## src/design/fwrt_pkg.sv

```systemverilog
// Purpose: constants and carriers for the flash write/reset sequencer host
// Assumes: 50 MHz system clock, 20 ns period
// Notes: times in ns, us or s as each name says, cycle counts derived here
package fwrt_pkg;
  localparam int unsigned CLK_PERIOD_NS = 20;
  // least times round up
  localparam int unsigned WRITE_PULSE_LOW_NS = 50;
  localparam int unsigned WRITE_PULSE_HIGH_NS = 25;
  localparam int unsigned RESET_LOW_NS = 100;
  localparam int unsigned RESET_RECOVERY_NS = 150;
  localparam int unsigned ACCESS_NS = 75;
  localparam int unsigned BUSY_SETTLE_NS = 100;
  localparam int unsigned RESUME_SUSPEND_GAP_US = 500;
  localparam int unsigned RESET_ABORT_US = 22;
  localparam int unsigned CHIP_ERASE_MAX_S = 1400;
  localparam int unsigned WP_CYC = (WRITE_PULSE_LOW_NS + CLK_PERIOD_NS - 1) / CLK_PERIOD_NS;
  localparam int unsigned WPH_CYC = (WRITE_PULSE_HIGH_NS + CLK_PERIOD_NS - 1) / CLK_PERIOD_NS;
  localparam int unsigned RST_CYC = (RESET_LOW_NS + CLK_PERIOD_NS - 1) / CLK_PERIOD_NS;
  localparam int unsigned REC_CYC = (RESET_RECOVERY_NS + CLK_PERIOD_NS - 1) / CLK_PERIOD_NS;
  localparam int unsigned SETTLE_CYC =
    (ACCESS_NS + BUSY_SETTLE_NS + CLK_PERIOD_NS - 1) / CLK_PERIOD_NS;
  localparam int unsigned GAP_CYC = RESUME_SUSPEND_GAP_US * 1000 / CLK_PERIOD_NS;
  localparam int unsigned ABORT_CYC = RESET_ABORT_US * 1000 / CLK_PERIOD_NS;
  localparam longint unsigned TIMEOUT_CYC =
    64'(CHIP_ERASE_MAX_S) * 64'd1000000000 / 64'(CLK_PERIOD_NS);
  localparam int CNT_W = 16;
  localparam int TO_W = 37;
  localparam logic [15:0] CMD_ERASE_RESUME = 16'h00d0;
  localparam logic [15:0] CMD_ERASE_SUSPEND = 16'h00b0;
  typedef struct packed {
    logic [22:0] addr;
    logic [15:0] data;
    logic suspend;
    logic resume;
  } fwrt_req_s;
  typedef struct packed {
    logic ce_n;
    logic we_n;
    logic rst_n;
  } fwrt_strobe_s;
  typedef enum logic [2:0] {
    FWRT_RESET = 3'b000,
    FWRT_RECOVER = 3'b001,
    FWRT_IDLE = 3'b010,
    FWRT_PULSE = 3'b011,
    FWRT_HIGH = 3'b100,
    FWRT_SETTLE = 3'b101
  } fwrt_state_e;
endpackage

```

## src/design/fwrt_host.sv

```systemverilog
// Purpose: host sequencer framing flash write cycles and reset
// Assumes: inputs synchronous to sys_clk_i
// Notes: one write per request, busy watched on ready_busy_n
// Contract
// write framed by chip enable or write strobe
// write pulse low at least 50 ns
// strobes high at least 25 ns between
// status bit clears within access plus 50
// busy pin low within 100 ns
// busy reset aborts within 22 us
// idle reset completes within 100 ns
// reset held low at least 100 ns
// outputs valid after recovery time
// power-up reset held at least 100 ns
// suspend releases busy within 10/20 us
// 500 us from resume to suspend
// main block erase within 5 s
// chip erase within 1400 s
// block program within 2.4 s
// status reads use array read timing
// busy low throughout embedded operation
`timescale 1ns/10ps
`default_nettype none
module fwrt_host #(
  parameter longint unsigned TIMEOUT_CYC = fwrt_pkg::TIMEOUT_CYC,
  parameter int unsigned GAP_CYC = fwrt_pkg::GAP_CYC,
  parameter int unsigned ABORT_CYC = fwrt_pkg::ABORT_CYC
) (
  // clock and reset
  input wire logic sys_clk_i,
  input wire logic reset_i,
  // user side
  input wire logic req_valid_i,
  input wire fwrt_pkg::fwrt_req_s req_i,
  input wire logic use_ce_frame_i,
  input wire logic flash_reset_i,
  output logic req_ready_o,
  output logic busy_o,
  output logic timeout_o,
  output logic ready_o,
  // flash pins
  input wire logic ready_busy_n_i,
  output fwrt_pkg::fwrt_strobe_s strobe_o,
  output logic [22:0] addr_o,
  output logic [15:0] data_o,
  output logic data_oe_o
);
  fwrt_pkg::fwrt_state_e state;
  logic [fwrt_pkg::CNT_W-1:0] cnt;
  logic [fwrt_pkg::TO_W-1:0] to_cnt;
  logic [fwrt_pkg::TO_W-1:0] gap_cnt;
  logic ce_frame;
  logic gap_ok;

  function automatic logic done(input logic [fwrt_pkg::CNT_W-1:0] c, input int unsigned n);
    done = (c >= fwrt_pkg::CNT_W'(n - 1));
  endfunction

  assign gap_ok = (gap_cnt == '0);
  // suspend waits out the resume gap
  assign req_ready_o = (state == fwrt_pkg::FWRT_IDLE) && !flash_reset_i &&
    (gap_ok || !req_i.suspend);
  assign ready_o = (state == fwrt_pkg::FWRT_IDLE);
  assign busy_o = !ready_busy_n_i;

  // sequencer
  always_ff @(posedge sys_clk_i or posedge reset_i) begin
    if (reset_i) begin
      state <= fwrt_pkg::FWRT_RESET;
      cnt <= '0;
      ce_frame <= 1'b0;
    end else begin
      unique case (state)
        fwrt_pkg::FWRT_RESET: begin
          // hold long enough, and wait out an abort when busy
          cnt <= cnt + 1'b1;
          if (done(cnt, fwrt_pkg::RST_CYC) && !flash_reset_i &&
              (ready_busy_n_i || done(cnt, ABORT_CYC))) begin
            state <= fwrt_pkg::FWRT_RECOVER;
            cnt <= '0;
          end
        end
        fwrt_pkg::FWRT_RECOVER: begin
          // recovery counts from the later of reset release and busy release
          cnt <= ready_busy_n_i ? cnt + 1'b1 : '0;
          if (done(cnt, fwrt_pkg::REC_CYC) && ready_busy_n_i) begin
            state <= fwrt_pkg::FWRT_IDLE;
            cnt <= '0;
          end
        end
        fwrt_pkg::FWRT_IDLE: begin
          cnt <= '0;
          if (flash_reset_i) begin
            state <= fwrt_pkg::FWRT_RESET;
          end else if (req_valid_i && req_ready_o) begin
            ce_frame <= use_ce_frame_i;
            state <= fwrt_pkg::FWRT_PULSE;
          end
        end
        fwrt_pkg::FWRT_PULSE: begin
          cnt <= cnt + 1'b1;
          if (done(cnt, fwrt_pkg::WP_CYC)) begin
            state <= fwrt_pkg::FWRT_HIGH;
            cnt <= '0;
          end
        end
        fwrt_pkg::FWRT_HIGH: begin
          cnt <= cnt + 1'b1;
          if (done(cnt, fwrt_pkg::WPH_CYC)) begin
            state <= fwrt_pkg::FWRT_SETTLE;
            cnt <= '0;
          end
        end
        fwrt_pkg::FWRT_SETTLE: begin
          // let the busy pin fall before trusting it
          cnt <= cnt + 1'b1;
          if (done(cnt, fwrt_pkg::SETTLE_CYC)) begin
            state <= fwrt_pkg::FWRT_IDLE;
            cnt <= '0;
          end
        end
        default: begin
          state <= fwrt_pkg::FWRT_RESET;
        end
      endcase
    end
  end

  // pins
  always_ff @(posedge sys_clk_i or posedge reset_i) begin
    if (reset_i) begin
      strobe_o <= '{ce_n: 1'b1, we_n: 1'b1, rst_n: 1'b0};
      addr_o <= '0;
      data_o <= '0;
      data_oe_o <= 1'b0;
    end else begin
      // reset pin falls on the edge that enters the reset state, so it spans the full count
      strobe_o.rst_n <= !(state == fwrt_pkg::FWRT_RESET ||
        (state == fwrt_pkg::FWRT_IDLE && flash_reset_i)) ||
        (state == fwrt_pkg::FWRT_RESET && done(cnt, fwrt_pkg::RST_CYC) && !flash_reset_i &&
        (ready_busy_n_i || done(cnt, ABORT_CYC)));
      if (state == fwrt_pkg::FWRT_IDLE && req_valid_i && req_ready_o) begin
        addr_o <= req_i.addr;
        data_o <= req_i.data;
        data_oe_o <= 1'b1;
        // framing strobe falls on the same edge as the other one
        strobe_o.ce_n <= 1'b0;
        strobe_o.we_n <= 1'b0;
      end else if (state == fwrt_pkg::FWRT_PULSE && done(cnt, fwrt_pkg::WP_CYC)) begin
        // the framing strobe rises first and ends the pulse
        if (ce_frame) begin
          strobe_o.ce_n <= 1'b1;
        end else begin
          strobe_o.we_n <= 1'b1;
        end
      end else if (state == fwrt_pkg::FWRT_HIGH && done(cnt, fwrt_pkg::WPH_CYC)) begin
        strobe_o.ce_n <= 1'b1;
        strobe_o.we_n <= 1'b1;
        data_oe_o <= 1'b0;
      end
    end
  end

  // resume-to-suspend spacing
  always_ff @(posedge sys_clk_i or posedge reset_i) begin
    if (reset_i) begin
      gap_cnt <= '0;
    end else if (state == fwrt_pkg::FWRT_IDLE && req_valid_i && req_ready_o && req_i.resume) begin
      gap_cnt <= fwrt_pkg::TO_W'(GAP_CYC);
    end else if (!gap_ok) begin
      gap_cnt <= gap_cnt - 1'b1;
    end
  end

  // embedded operation watchdog sized for the longest erase
  always_ff @(posedge sys_clk_i or posedge reset_i) begin
    if (reset_i) begin
      to_cnt <= '0;
      timeout_o <= 1'b0;
    end else if (ready_busy_n_i) begin
      to_cnt <= '0;
    end else begin
      if (to_cnt == fwrt_pkg::TO_W'(TIMEOUT_CYC)) begin
        timeout_o <= 1'b1;
      end else begin
        to_cnt <= to_cnt + 1'b1;
      end
    end
  end

  // status reads are ordinary reads, not issued by this block

  pulse_low_a: assert property (@(posedge sys_clk_i) disable iff (reset_i)
    $fell(strobe_o.we_n) |-> !strobe_o.we_n [*3])
    else $error("write pulse too short");
  ce_pulse_a: assert property (@(posedge sys_clk_i) disable iff (reset_i)
    $fell(strobe_o.ce_n) |-> !strobe_o.ce_n [*3])
    else $error("chip enable pulse too short");
  pulse_high_a: assert property (@(posedge sys_clk_i) disable iff (reset_i)
    $rose(strobe_o.ce_n) |-> strobe_o.ce_n [*2])
    else $error("inactive gap too short");
  reset_hold_a: assert property (@(posedge sys_clk_i) disable iff (reset_i)
    $fell(strobe_o.rst_n) |-> !strobe_o.rst_n [*5])
    else $error("reset pulse too short");
  recover_a: assert property (@(posedge sys_clk_i) disable iff (reset_i)
    $rose(strobe_o.rst_n) |-> !ready_o [*7])
    else $error("ready before recovery");
  idle_ce_a: assert property (@(posedge sys_clk_i) disable iff (reset_i)
    (state == fwrt_pkg::FWRT_IDLE) |-> strobe_o.ce_n && strobe_o.we_n)
    else $error("strobe low while idle");
  busy_recover_a: assert property (@(posedge sys_clk_i) disable iff (reset_i)
    (state == fwrt_pkg::FWRT_RECOVER && $rose(ready_busy_n_i)) |-> !ready_o [*8])
    else $error("ready before busy recovery");
  gap_a: assert property (@(posedge sys_clk_i) disable iff (reset_i)
    (req_valid_i && req_ready_o && req_i.resume) |=> !gap_ok)
    else $error("resume gap not armed");
  settle_a: assert property (@(posedge sys_clk_i) disable iff (reset_i)
    $rose(strobe_o.ce_n) |-> !ready_o [*8])
    else $error("idle before busy settles");
  write_c: cover property (@(posedge sys_clk_i) disable iff (reset_i)
    $fell(strobe_o.we_n) ##[1:20] ready_o);
  ce_frame_c: cover property (@(posedge sys_clk_i) disable iff (reset_i)
    $fell(strobe_o.ce_n) && use_ce_frame_i);
  abort_c: cover property (@(posedge sys_clk_i) disable iff (reset_i)
    !strobe_o.rst_n && busy_o);
endmodule
`default_nettype wire

```

## config.mk

```make
export PLATFORM = sky130hd
export DESIGN_NAME = fwrt_host
export DESIGN_NICKNAME = d
export VERILOG_FILES = /design/src/design/fwrt_pkg.sv /design/src/design/fwrt_host.sv
export SDC_FILE = /design/constraint.sdc
export NUM_CORES = 1
export LEC_CHECK = 0
export ABC_AREA = 1
export ABC_CLOCK_PERIOD_IN_PS = 4350
export BUFFER_PORTS_ARGS = -buffer_cell sky130_fd_sc_hd__buf_2
export CAP_MARGIN = 0
export CORE_MARGIN = 2
export CORE_UTILIZATION = 57
export CTS_CLUSTER_SIZE = 20
export DETAILED_ROUTE_END_ITERATION = 8
export PLACE_DENSITY = 0.79
export SLEW_MARGIN = 15
export SYNTH_ARGS = -nofsm -noshare
export SYNTH_HDL_FRONTEND = slang
export SYNTH_SLANG_ARGS = --single-unit
```

## constraint.sdc

```tcl
create_clock -name sys_clk_i -period 4.35 [get_ports sys_clk_i]
set_input_delay 0.2175 -clock sys_clk_i [delete_from_list [all_inputs] [get_ports sys_clk_i]]
set_output_delay 0.2175 -clock sys_clk_i [all_outputs]
set_load 0.02 [all_outputs]
```

Word level (Yosys, flattened, before mapping)
Index checks and enable logic that the tools add are counted.
{ "word_totals": {"out_inout_bits": 47, "ff_bits": 138} }
{ "classes": {"reduce_logical": 34, "mux": 27, "n_eq_ne": 17, "n_addsub": 3, "n_bitwise": 2, "magnitude_cmp": 6} }
{ "op_table": {"columns": ["operator", "count"], "rows": [
  ["$mux 37", 4],
  ["$mux 16", 6],
  ["$pmux 16 s6", 1],
  ["$add 37x1->37 const B", 1],
  ["$eq 37x37->1 const B", 1],
  ["$logic_not 37->1", 1],
  ["$sub 37x1->37 const B", 1],
  ["$ge 16x3->1 const B", 2],
  ["$mux 3", 7],
  ["$pmux 3 s6", 1],
  ["$add 16x1->16 const B", 1],
  ["$ge 16x1->1 const B", 1],
  ["$ge 16x11->1 const B", 1],
  ["$ge 16x2->1 const B", 1],
  ["$ge 16x4->1 const B", 1],
  ["$logic_and 1x1->1", 15],
  ["$ne 2x2->1 const B", 7],
  ["$reduce_and 2->1", 4],
  ["$eq 3x2->1 const B", 2],
  ["$eq 3x3->1 const B", 2],
  ["$mux 2", 3],
  ["$ne 3x3->1 const B", 2],
  ["$reduce_and 6->1", 1],
  ["$reduce_bool 6->1", 1],
  ["11 further kinds", 22]
]} }

Logic depth before layout (Yosys ltp)
Gate-level depths: netlist of run 1.
{ "logic_depth": {"word_depth": 7, "mapped_depth": 14, "mapped_depth_nobuf": 14} }

Worst setup path after synthesis of run 1
No wires, ideal clock.
{ "synth_timing": {"path_type": "reg-to-reg", "from": "register state[2]", "to": "register gap_cnt[24] (netlist name)", "path_slack_ns": 2.363, "period_less_slack_ns": 1.987, "stages_incl_launch_ff": 12, "setup_time_ns": 0.113, "arrival_time_ns": 1.875, "path_cell_list": "dfrtp_1 > inv_1 > nand2_1 > nor2_1 > inv_1 > nor2_1 > nand2_1 > inv_2 > nand3_4 > buf_6 > nand2_1 > inv_1"} }
{ "synth_via": {"elab_chain_cells": 6, "elab_cells_between_ends": 8, "cone_classes": "eq/ne: 2; mux: 1; reduce/logical: 5"} }
{ "synth_lines": {"columns": ["element", "line_no", "rtl"], "rows": [
  ["start, declared", "fwrt_host.sv:48", "fwrt_pkg::fwrt_state_e state;"],
  ["start signal, assigned", "fwrt_host.sv:69", "state <= fwrt_pkg::FWRT_RESET;"],
  ["start signal, assigned", "fwrt_host.sv:79", "state <= fwrt_pkg::FWRT_RECOVER;"],
  ["start signal, assigned", "fwrt_host.sv:87", "state <= fwrt_pkg::FWRT_IDLE;"],
  ["$eq 3x2->1 *", null, null],
  ["named net ready_o", "fwrt_host.sv:40", "output logic ready_o,"],
  ["$logic_and 1x1->1 * (2 in a row)", "fwrt_host.sv:61", "assign req_ready_o = (state == fwrt_pkg::FWRT_IDLE) && !flash_reset_i &&"],
  ["named net req_ready_o", "fwrt_host.sv:37", "output logic req_ready_o,"],
  ["$logic_and 1x1->1 * (2 in a row)", "fwrt_host.sv:168", "end else if (state == fwrt_pkg::FWRT_IDLE && req_valid_i && req_ready_o && req_i.resume) begin"],
  ["$ne 2x1->1 (no source line) / $mux 37 (equally long branches)", null, null],
  ["end signal, assigned", "fwrt_host.sv:169", "gap_cnt <= fwrt_pkg::TO_W'(GAP_CYC);"],
  ["end signal, assigned", "fwrt_host.sv:171", "gap_cnt <= gap_cnt - 1'b1;"],
  ["end, declared", "fwrt_host.sv:51", "logic [fwrt_pkg::TO_W-1:0] gap_cnt;"]
]} }
Mark *: on every way through the listed nets, which the timed path passes. The rest lies on a longest branch.
A chain may end at the register's enable or synchronous reset.

Worst setup path in the final report of run 1
{ "layout_timing": {"from": "register gap_cnt[0] (netlist name)", "to": "register data_o[12]"} }
{ "layout_via": {"elab_chain_cells": 4} }
{ "layout_lines": {"columns": ["element", "line_no", "rtl"], "rows": [
  ["$logic_not 37->1", "fwrt_host.sv:59", "assign gap_ok = (gap_cnt == '0);"],
  ["$logic_or 1x1->1", "fwrt_host.sv:62", "(gap_ok || !req_i.suspend);"],
  ["$logic_and 1x1->1", "fwrt_host.sv:61", null],
  ["$logic_and 1x1->1", "fwrt_host.sv:142", "if (state == fwrt_pkg::FWRT_IDLE && req_valid_i && req_ready_o) begin"],
  ["end signal, assigned", "fwrt_host.sv:144", "data_o <= req_i.data;"],
  ["end, declared", "fwrt_host.sv:45", "output logic [15:0] data_o,"]
]} }
Every way passes these cells.

==> results of run 1 <==
[power by group through the flow]
stage	clock network, mW	logic (mW)	registers, mW
finish	1.55	1.42	1.89
floorplan	0	0.781	2.10
CTS	1.56	1.44	1.89
detailed placement	0	1.43	1.89
global placement	0	1.39	1.90
global route	1.62	1.61	1.94
[per-layer routing]
layer | vias up | global-route usage [%]
li1 | 3442 | -
met1 | 3099 | 35.9
met2 | 217 | 41.0
met3 | 26 | 7.18
met4 | 0 | 5.88
met5 | - | 0
[cell families (layout without fill, tap and decap cells)]
| group | Yosys count | after routing | synth area share [%] |
|---|---|---|---|
| flops | 138 | 138 | 45.0 |
| buf+inv | 173 | 275 | 9.31 |
| xor+xnor | 38 | 38 | 4.33 |
| compound gates | 117 | 117 | 8.97 |
| simple gates | 547 | 547 | 31.3 |
| fa+ha+maj | 7 | 7 | 1.14 |
[path summary, 6_finish.rpt]
check                           start          to
min                           reset_i  addr_o[16]
max reg2reg                gap_cnt[0]  data_o[12]
max in group asynchronous     reset_i  to_cnt[32]
max                        gap_cnt[0]  data_o[12]
min reg2reg                 timeout_o   timeout_o
min in group sys_clk_i      req_i[36]  addr_o[18]
[state kept, by name, summed over array words and instances, names as in the netlist]
signal	flops
state	3
ce_frame	1
to_cnt	37
data_oe_o	1
strobe_o	3
timeout_o	1
gap_cnt	37
addr_o	23
data_o	16
cnt	16
[cell type report]
| cell class | instances | area [um2] | share of cell area [%] |
|---|---|---|---|
| clock buffers | 18 | 439 | 4.95 |
| clock inverters | 13 | 194 | 2.19 |
| inverters | 149 | 564 | 6.36 |
| multi-input cells | 709 | 3510 | 39.6 |
| flip-flops and latches | 138 | 3460 | 39.0 |
| well taps | 176 | 220 | 2.48 |
| repair buffers | 95 | 480 | 5.42 |
[through the flow]
stage	utilization (%)	power, mW
finish	67.2	4.86
global route	67.2	5.17
CTS	67.2	4.89
detailed placement	62.4	3.32
global placement	62.4	3.28
floorplan	-	2.88
[placed cells by master (no fill, tap or decap), types with 3 or more instances in the layout]
master       n
a21oi_1     27
a31oi_1      3
and3_1       5
buf_2       93
bufinv_16    4
clkbuf_16   17
clkinv_4     6
dfrtp_1    136
ha_1         7
inv_1      146
nand2_1    216
nand3_1     60
nand3b_1     5
nand4_1     33
nor2_1     164
nor2_2       4
nor3_1      35
nor4_1      13
o21a_1       7
o21ai_0     37
o21ai_1     20
o21ai_2     19
xnor2_1      5
xor2_1      33
[worst register-to-register path: stages, from the launching register on]
cell,delay (ns)
dfrtp_1,0.40
inv_1,0.08
ha_1,0.21
nand2_1,0.10
nor2_1,0.13
nand2_2,0.11
nor2_4,0.16
nand2_4,0.24
nand2_4,0.16
nand3_4,0.26
buf_4,0.44
nand2_1,0.19
o21ai_2,0.06
==> summary.txt, run 1 <==
Placed design
  • Inst Count DP: about 1300
  • HPWL after detailed placement: 12.2 mm
  • RePlAce Congestion: 0.925
  • Placed cell area: 8230 um2
  • # port buffers: 93
  • Dpl ws: 1.73 ns

Global route
  • Initial antenna violation count: 0
  • Number of global-route vias before repair: 6412
  • Largest net degree at the start of global routing: 107
  • First-pass GRT wire length: 30.1 mm
  • Overall routing resource usage: 26.0%
  • Total grt overflow: 0

Clock network
  • CTS Sinks: 138
  • CTS tree: done
  • CTS Buf Count: 17
  • Clock slew at the register clock pins of the worst setup and hold paths: around 0.060 ns
  • CTS Buffer Depth: 2
  • CTS resizes: 0
  • Postcts setup bufs: 0
  • Worst-Skew Late Latency: 0.42 ns
  • Hold_buf cts: 0
  • H-tree Lvls: 4
  • Root buffer cell: clkbuf_16

Timing
  • Setup violators final: 0
  • Worst Tran Pin Value: 0.919 ns
  • RSZ-0062 raised after global routing: no
  • WHS: -0.00782 ns
  • Setup TNS: 0 ns
  • Final period util: 61.5%
  • Clock skew: 0.00911 ns
  • Final Hold Fails: 13
  • Final worst slack: 1.67 ns
  • F_max: 0.374 GHz
  • Rel. slew slack: 38.7%
  • Post-layout min period: 2.68 ns
  • Max-slew violations: 0

Finish
  • Non-filler cells, final: 1298
  • Area grow syn2layout: 15.4%
  • Fillers: between 1000 and 1500
  • ANT cells: 0
  • Cell area after layout: around 9000 um2
  • Proportion of layout cells with a drive suffix above 1: 14.7%
  • Final #Nets: 1164

Pwr
  • IR drop worst, VDD: 0.413 mV
  • Reg power frac: between 30% and 40%
  • Int Pwr: 3.10 mW
  • Combinational fraction of design power: 29.3%
  • Switching power: about 1.8 mW
  • Sw frac: 36.2%
  • LEAKAGE: 4.35 nW
  • Part of the power in the clock network: 31.8%
  • Pwr Density: between 500 and 600 nW/um2

Detailed routing
  • M1 WL: around 8.0 mm
  • First-pass DRT Iterations: 5
  • DRC Markers: 0
  • Routed len/inst: 13.5 um
  • Max Used Layer: met4
  • Post-Route WL: between 15 and 20 mm
  • Final ANT Viol Nets: 0
  • Vias/cell: 5.23
  • Met3 wire length: 1.18 mm
  • Met2 wire len: around 8.1 mm
  • Routed via count: 6784
  • Initial DRC count: approximately 530

Synthesis
  • Largest cells by area after synthesis: dfrtp_1 (44%), nand2_1 (11%), nor2_1 (8.0%)
  • Post-synthesis sequential area ratio: 45.0%
  • Yosys reg bits: 138
  • Primary FF master, synth: dfrtp_1
  • Post-Syn Area: approximately 7700 um2
  • Syn avg cell area: 7.53 um2
  • Number of flops mapped to enable cells by yosys: 0
  • Syn. warnings: 0
  • Post-Syn Nets: about 1100
  • Share of the synthesized area in the top cell type: 44.3%
  • Mapped Cells: between 1000 and 1500
  • Top cells by count, synth: nand2_1 (216), nor2_1 (164), inv_1 (147)
  • Post-synth top area cell: dfrtp_1
  • Cell variety after synth: 36
  • Async SR Flop Fraction: 100%
  • Cell with the most instances after synthesis: nand2_1

Status
  • Status: finished, violations left
  • Failing checks: hold timing

Setup path
  • Reg2reg setup slack: 1.67 ns
  • Crit Path Class: reg2reg
  • Max stage delay on crit path: 0.44 ns
  • Critical path cell sequence: inv_1 > ha_1 > nand2_1 > nor2_1 > nand2_2 > nor2_4 > nand2_4 > nand2_4 > nand3_4 > buf_4 > nand2_1 > o21ai_2
  • Worst Setup Start Kind: flip-flop
  • Crit path depth: 12
  • Crit-path max FO: a little over 60
  • CP endpoint kind: flip-flop
  • WP buf/inv: 2
  • Reg2Reg Depth: 12
  • CP max stage cell: buf_4
  • Cell family with most CP delay: simple AND/OR/NAND/NOR gates
  • Data arrival, critical path: approximately 3.0 ns
  • Required @ worst endpoint: 4.64 ns

Floorplan
  • Initial Utilization: about three fifths
  • Die Wd: ~120 um
  • Die area: 14400 um2
  • Row cnt: 42
  • Core Area: 13200 um2
  • Ports: 94
  • Die H: roughly 120 um

Job
  • Max Cap Viol: 0

Min path
  • Worst Hold Class: in2async
No activity file was read; power rests on OpenSTA's default activity.
==> run 2: changes to the inputs <==
--- a/config.mk
+++ b/config.mk
@@ -5,15 +5,15 @@
 export SDC_FILE = /design/constraint.sdc
 export NUM_CORES = 1
 export LEC_CHECK = 0
-export ABC_AREA = 1
-export ABC_CLOCK_PERIOD_IN_PS = 4350
+export ABC_AREA = 0
+export ABC_CLOCK_PERIOD_IN_PS = 2500
 export BUFFER_PORTS_ARGS = -buffer_cell sky130_fd_sc_hd__buf_2
 export CAP_MARGIN = 0
 export CORE_MARGIN = 2
 export CORE_UTILIZATION = 57
 export CTS_CLUSTER_SIZE = 20
 export DETAILED_ROUTE_END_ITERATION = 8
-export PLACE_DENSITY = 0.79
+export PLACE_DENSITY = 0.8
 export SLEW_MARGIN = 15
 export SYNTH_ARGS = -nofsm -noshare
 export SYNTH_HDL_FRONTEND = slang
==> constraint.sdc (replaced) <==
create_clock -name sys_clk_i -period 2.5 [get_ports sys_clk_i]
set_input_delay 0.125 -clock sys_clk_i [delete_from_list [all_inputs] [get_ports sys_clk_i]]
set_output_delay 0.125 -clock sys_clk_i [all_outputs]
set_load 0.02 [all_outputs]
==> summary.txt, run 2 <==
Synthesis
  • Share of the synthesized area in the top cell type: 49.6% (+5.3 points)
  • Post-Syn Area: 6870 um2 (-11%)
  • Mapped Cells: 675 (-34%)
  • Yosys reg bits: 138 (unchanged)
  • Number of flops mapped to enable cells by yosys: 0 (unchanged)
  • Post-synthesis sequential area ratio: 50.3% (+5.4 points)
  • Async SR Flop Fraction: 100% (unchanged)
  • Primary FF master, synth: dfrtp_1
  • Cell variety after synth: 56 (+56%)
  • Syn. warnings: 0 (unchanged)
  • Top cells by count, synth: dfrtp_1 (136), nor2_1 (82), nand2_1 (55)
  • Post-synth top area cell: dfrtp_1
  • Cell with the most instances after synthesis: dfrtp_1
  • Post-Syn Nets: 729 (-32%)
  • Syn avg cell area: 10.2 um2 (+35%)
  • Largest cells by area after synthesis: dfrtp_1 (50%), mux2_2 (6.6%), nor2_1 (4.5%)

Timing
  • Setup violators final: 82 (+82)
  • F_max: ~0.35 GHz
  • RSZ-0062 raised after global routing: yes
  • Max-slew violations: 0 (unchanged)
  • Final worst slack: -0.358 ns (-2.03 ns)
  • Post-layout min period: 2.86 ns
  • Worst Tran Pin Value: 0.761 ns (-0.159 ns)
  • WHS: 0.105 ns (+0.113 ns)
  • Clock skew: 0.0208 ns (+0.0117 ns)
  • Rel. slew slack: 48.8% (+10 points)
  • Setup TNS: -22.62 ns (-22.62 ns)
  • Final Hold Fails: 0 (-13)
  • Final period util: 114%

Detailed routing
  • Initial DRC count: 698 (+33%)
  • Vias/cell: 6.22 (+19%)
  • Final ANT Viol Nets: 0 (unchanged)
  • Post-Route WL: 21.3 mm (+22%)
  • DRC Markers: 0 (unchanged)
  • Routed via count: 6379 (-6.0%)
  • First-pass DRT Iterations: 6 (+1)
  • Routed len/inst: 20.8 um (+54%)

Finish
  • Proportion of layout cells with a drive suffix above 1: 28.2% (+13 points)
  • Top Registers: gap_cnt: 37 flops, to_cnt: 37 flops, addr_o: 23 flops
  • Final #Nets: 918 (-21%)
  • Non-filler cells, final: 1025 (-21%)
  • Commonest non-fill, non-tap cells in the layout: dfrtp_1 (136), buf_2 (92), nor2_1 (82)
  • Most common cell after layout, fill and taps aside: dfrtp_1
  • Area grow syn2layout: 33.3%
  • Fillers: 681 (-37%)

Setup path
  • Data arrival, critical path: 2.73 ns (-0.24 ns)
  • Critical path cell sequence: nor4_2 > buf_4 > nand4b_1 > buf_4 > or4_4 > buf_6 > a21oi_4 > buf_6
  • Worst Setup Start Kind: flip-flop
  • Crit-path max FO: 5 (-92%)
  • Max stage delay on crit path: 0.59 ns (+0.15 ns)
  • Crit Path Class: reg2out
  • CP endpoint kind: primary output
  • Required @ worst endpoint: 2.38 ns (-2.26 ns)
  • CP max stage cell: or4_4

Clock network
  • CTS Buf Count: 17 (unchanged)
  • H-tree Lvls: 4 (unchanged)
  • Clock slew at the register clock pins of the worst setup and hold paths: 0.07 ns (about the same)
  • CTS Buffer Depth: 2 (unchanged)
  • CTS Sinks: 138 (unchanged)
  • CTS tree: done
  • Worst-Skew Late Latency: 0.44 ns (+0.02 ns)
  • Root buffer cell: clkbuf_16

Floorplan
  • Die H: 114 um (-5.3%)
  • Core Area: 11900 um2 (-10%)
  • Initial Utilization: 57.9% (-0.37 points)
  • Die area: 12900 um2 (-10%)
  • Die Wd: 114 um (-5.3%)
  • Ports: 94 (unchanged)
  • Row cnt: 40 (-4.8%)

Min path
  • Worst Hold Class: in2reg

Placed design
  • # port buffers: 93 (unchanged)
  • RePlAce Congestion: 0.890 (-3.8%)
  • Inst Count DP: 938 (-26%)
  • Dpl ws: -0.0113 ns (-1.74 ns)
  • HPWL after detailed placement: 10.8 mm (-11%)

Status
  • Failing checks: setup timing
  • Status: finished, violations left

Pwr
  • Pwr Density: 1030 nW/um2 (+87%)
  • IR drop worst, VDD: 0.457 mV (+11%)
  • LEAKAGE: 4.04 nW (-7.1%)

Job
  • Max Cap Viol: 0 (unchanged)

Global route
  • Number of global-route vias before repair: 6197 (-3.4%)
  • Overall routing resource usage: 29.6% (+3.6 points)
  • Largest net degree at the start of global routing: 94 (-12%)
  • Initial antenna violation count: 1 (+1)
  • First-pass GRT wire length: 30.1 mm (-0.14%)
  • Total grt overflow: 0 (unchanged)
run 2: worst max-delay path: cells and delay by family (launching register included):
kind	cells	cell delay, ns
buf+inv	4	0.67
compound gates	1	0.16
flops	1	0.41
simple gates	3	1.05
run 2: power by group:
part           switching, mW  internal [mW]  total (mW)
clock                   1.03           1.52        2.55
sequential             0.683           2.91        3.59
combinational           1.82           1.44        3.25
run 2: routing by layer:
metal,global-route usage [%],vias up,routed length [um]
li1,-,2790,-
met1,33.6,3091,7730
met2,52.7,384,10700
met3,6.75,114,1600
met4,14.4,0,1270
met5,0,-,0
run 2: cells by family after synthesis:
family / synth area share [%]
simple gates: 21.4
flops: 50.3
compound gates: 8.56
xor+xnor: 7.02
buf+inv: 4.23
mux: 7.14
fa+ha+maj: 1.28
run 2: layout make-up:
| cell class | instances | area [um2] | area share, % |
|---|---|---|---|
| multi-input combinational | 491 | 3340 | 36.5 |
| antenna | 1 | 2.50 | 0.0273 |
| clock inverter | 12 | 124 | 1.35 |
| tap | 147 | 184 | 2.01 |
| sequential | 138 | 3460 | 37.8 |
| clock buffer | 20 | 457 | 4.99 |
| inverter | 19 | 75.1 | 0.820 |
| timing repair buffer | 197 | 1520 | 16.6 |
run 2: timing repair:
action,CTS,global route
buffers inserted,0,5
hold buffers,42,0
cloned,0,7
endpoints found under the setup margin,31,53
pin swaps,0,7
hold endpoints to repair,177,0
gates resized for setup,7,41
run 2: path summary, 6_finish.rpt:
| kind | startpoint | end | slack, ns | cells past startpoint |
|---|---|---|---|---|
| worst max-delay path | gap_cnt[11] | req_ready_o | -0.36 | 8 |
| worst min-delay path | req_valid_i | strobe_o[1] | 0.11 | 3 |
| worst max register to register | gap_cnt[27] | addr_o[12] | -0.35 | 7 |
| worst min register to register | timeout_o | timeout_o | 0.48 | 1 |
| max in group asynchronous | reset_i | gap_cnt[6] | 1.67 | 4 |
| min in group asynchronous | reset_i | data_o[4] | 0.35 | 4 |
run 2: metrics by stage:
stage                     util [%]  area [um2]  power [mW]
final                         77.2        9150        9.39
after global routing          77.1        9150        9.73
after CTS                     74.4        8820        8.75
after detailed placement      65.7        7790        6.18
after global placement        65.7        7790        6.01
after floorplan                  -        6890        5.12
==> run 3: changes to the inputs <==
--- a/config.mk
+++ b/config.mk
@@ -13,7 +13,7 @@
 export CORE_UTILIZATION = 57
 export CTS_CLUSTER_SIZE = 20
 export DETAILED_ROUTE_END_ITERATION = 8
-export PLACE_DENSITY = 0.8
+export PLACE_DENSITY = 0.79
 export SLEW_MARGIN = 15
 export SYNTH_ARGS = -nofsm -noshare
 export SYNTH_HDL_FRONTEND = slang
==> summary.txt, run 3 (same netlist as run 2, synthesis figures left out) <==
Status
  • Status: finished, violations left
  • Failing checks: setup timing

Timing
  • Max-slew violations: 0 (unchanged)
  • Final worst slack: -0.327 ns (+0.0314 ns)
  • WHS: 0.0369 ns (-0.0681 ns)
  • Final period util: 113% (-1.3 points)
  • F_max: 0.354 GHz (+1.1%)
  • Clock skew: 0.0145 ns (-0.00638 ns)
  • Setup violators final: 78 (-4.9%)
  • Final Hold Fails: 0 (unchanged)
  • Worst Tran Pin Value: 0.698 ns (-0.0624 ns)
  • Post-layout min period: 2.83 ns (-0.0314 ns)
  • RSZ-0062 raised after global routing: yes
  • Setup TNS: -16.32 ns (+6.30 ns)
  • Rel. slew slack: 53.3% (+4.5 points)

Finish
  • ANT cells: 0 (-1)
  • Most common cell after layout, fill and taps aside: dfrtp_1
  • Fillers: 702 (+3.1%)
  • Multi-input logic area: 3320 um2 (-0.38%)
  • Fin util: 77.1% (about the same)
  • Final #Nets: 919 (+0.11%)
  • Commonest non-fill, non-tap cells in the layout: dfrtp_1 (135), buf_2 (92), nor2_1 (81)
  • Storage cell area: 3460 um2 (about the same)
  • Non-filler cells, final: 1025 (unchanged)
  • Top Registers: gap_cnt: 37 flops, to_cnt: 37 flops, addr_o: 23 flops
  • Proportion of layout cells with a drive suffix above 1: 28.5% (+0.31 points)
  • Area grow syn2layout: 33.2% (about the same)

Detailed routing
  • Final ANT Viol Nets: 0 (unchanged)
  • Routed len/inst: 22.4 um (+7.8%)
  • DRC Markers: 0 (unchanged)
  • Initial DRC count: 713 (+2.1%)
  • Routed via count: 6507 (+2.0%)
  • Vias/cell: 6.35 (+2.0%)
  • Post-Route WL: 23.0 mm (+7.8%)
  • First-pass DRT Iterations: 5 (-1)

Min path
  • Worst Hold Class: in2reg

Clock network
  • Worst-Skew Late Latency: 0.44 ns (about the same)
  • Clock slew at the register clock pins of the worst setup and hold paths: 0.07 ns (about the same)
  • Root buffer cell: clkbuf_16
  • CTS Buf Count: 17 (unchanged)
  • CTS tree: done
  • CTS Buffer Depth: 2 (unchanged)
  • H-tree Lvls: 4 (unchanged)
  • CTS Sinks: 138 (unchanged)

Floorplan
  • Row cnt: 40 (unchanged)
  • Die H: 114 um (unchanged)
  • Die area: 12900 um2 (unchanged)
  • Initial Utilization: 57.9% (unchanged)
  • Ports: 94 (unchanged)
  • Die Wd: 114 um (unchanged)
  • Core Area: 11900 um2 (unchanged)

Placed design
  • # port buffers: 93 (unchanged)
  • Inst Count DP: 930 (-0.85%)
  • HPWL after detailed placement: 11.1 mm (+2.4%)
  • RePlAce Congestion: 0.871 (-2.1%)

Global route
  • Initial antenna violation count: 0 (-1)
  • Number of global-route vias before repair: 6367 (+2.7%)
  • Total grt overflow: 0 (unchanged)
  • Largest net degree at the start of global routing: 49 (-48%)
  • Overall routing resource usage: 32.9% (+3.3 points)
  • First-pass GRT wire length: 32.9 mm (+9.4%)

Setup path
  • Crit Path Class: reg2reg
  • CP endpoint kind: flip-flop
  • Required @ worst endpoint: 2.78 ns (+0.40 ns)
  • Worst Setup Start Kind: flip-flop
  • Crit-path max FO: 12 (+7)
  • Data arrival, critical path: 3.11 ns (+0.38 ns)

Job
  • Max Cap Viol: 0 (unchanged)

Pwr
  • Pwr Density: 1020 nW/um2 (-0.40%)
  • IR drop worst, VDD: 0.563 mV (+23%)
  • LEAKAGE: 4.00 nW (-1.0%)
[run 3: cell types whose count changed in the layout (fill, tap and decap cells not counted), sizes merged]
cell | before | now
nand4 | 14 | 15
inv | 19 | 18
and3 | 10 | 9
bufinv | 2 | 1
clkbuf | 24 | 25
clkinv | 8 | 6
buf | 151 | 152
diode | 1 | 0
clkinvlp | 2 | 5
[run 3: power breakdown]
group	switching (mW)	internal (mW)
clock	1.00	1.41
combinational	1.90	1.37
sequential	0.748	2.91
[run 3: worst max-delay path: stages (launching register included)]
cell	delay, ns
dfrtp_1	0.42
or4_4	0.50
or3_4	0.35
buf_4	0.16
o41ai_4	0.27
and3_4	0.27
buf_12	0.14
buf_4	0.11
and2_4	0.19
buf_12	0.14
nor2_1	0.12
[run 3: cell type report]
| cell class | instances | area share [%] |
|---|---|---|
| Sequential cell | 138 | 37.8 |
| Multi-Input combinational cell | 491 | 36.3 |
| Timing Repair Buffer | 198 | 16.9 |
| Clock buffer | 21 | 5.04 |
| Tap cell | 147 | 2.01 |
| Clock inverter | 11 | 1.07 |
| Inverter | 19 | 0.821 |
[run 3: through the flow]
step	power (mW)	setup slack, ns	instance area (um2)
finish	9.35	-0.327	9140
global route	9.69	-0.367	9140
CTS	8.74	-0.244	8900
detailed placement	6.15	-0.0631	7730
global placement	5.96	0.0130	7730
floorplan	5.12	-0.0365	6890
[run 3: what timing repair did]
| action | 4_1_cts | 5_1_grt |
|---|---|---|
| endpoints found under the hold margin | 64 | 0 |
| endpoints found under the setup margin | 44 | 88 |
| gates resized for setup | 26 | 20 |
| buffers inserted | 6 | 10 |
| hold buffers | 42 | 0 |
| pin swaps | 2 | 5 |
| cloned | 1 | 5 |
[run 3: layer usage]
| layer | track usage (%) | up-vias | wire [um] |
|---|---|---|---|
| met4 | 18.1 | 0 | 1460 |
| met1 | 37.7 | 3170 | 8070 |
| met5 | 0 | - | 0 |
| met3 | 8.98 | 139 | 1940 |
| met2 | 56.2 | 405 | 11500 |
| li1 | - | 2793 | - |
[run 3: worst paths after layout]
path / startpoint / end / slack, ns / depth (start not counted)
worst min register to register: timeout_o / timeout_o / 0.45 / 1
min in group asynchronous: reset_i / gap_cnt[31] / 0.36 / 3
worst max-delay path: gap_cnt[28] / gap_cnt[28] / -0.33 / 10
worst min-delay path: req_valid_i / strobe_o[1] / 0.04 / 3
max in group asynchronous: reset_i / cnt[1] / 1.43 / 4
worst max register to register: gap_cnt[28] / gap_cnt[28] / -0.33 / 10
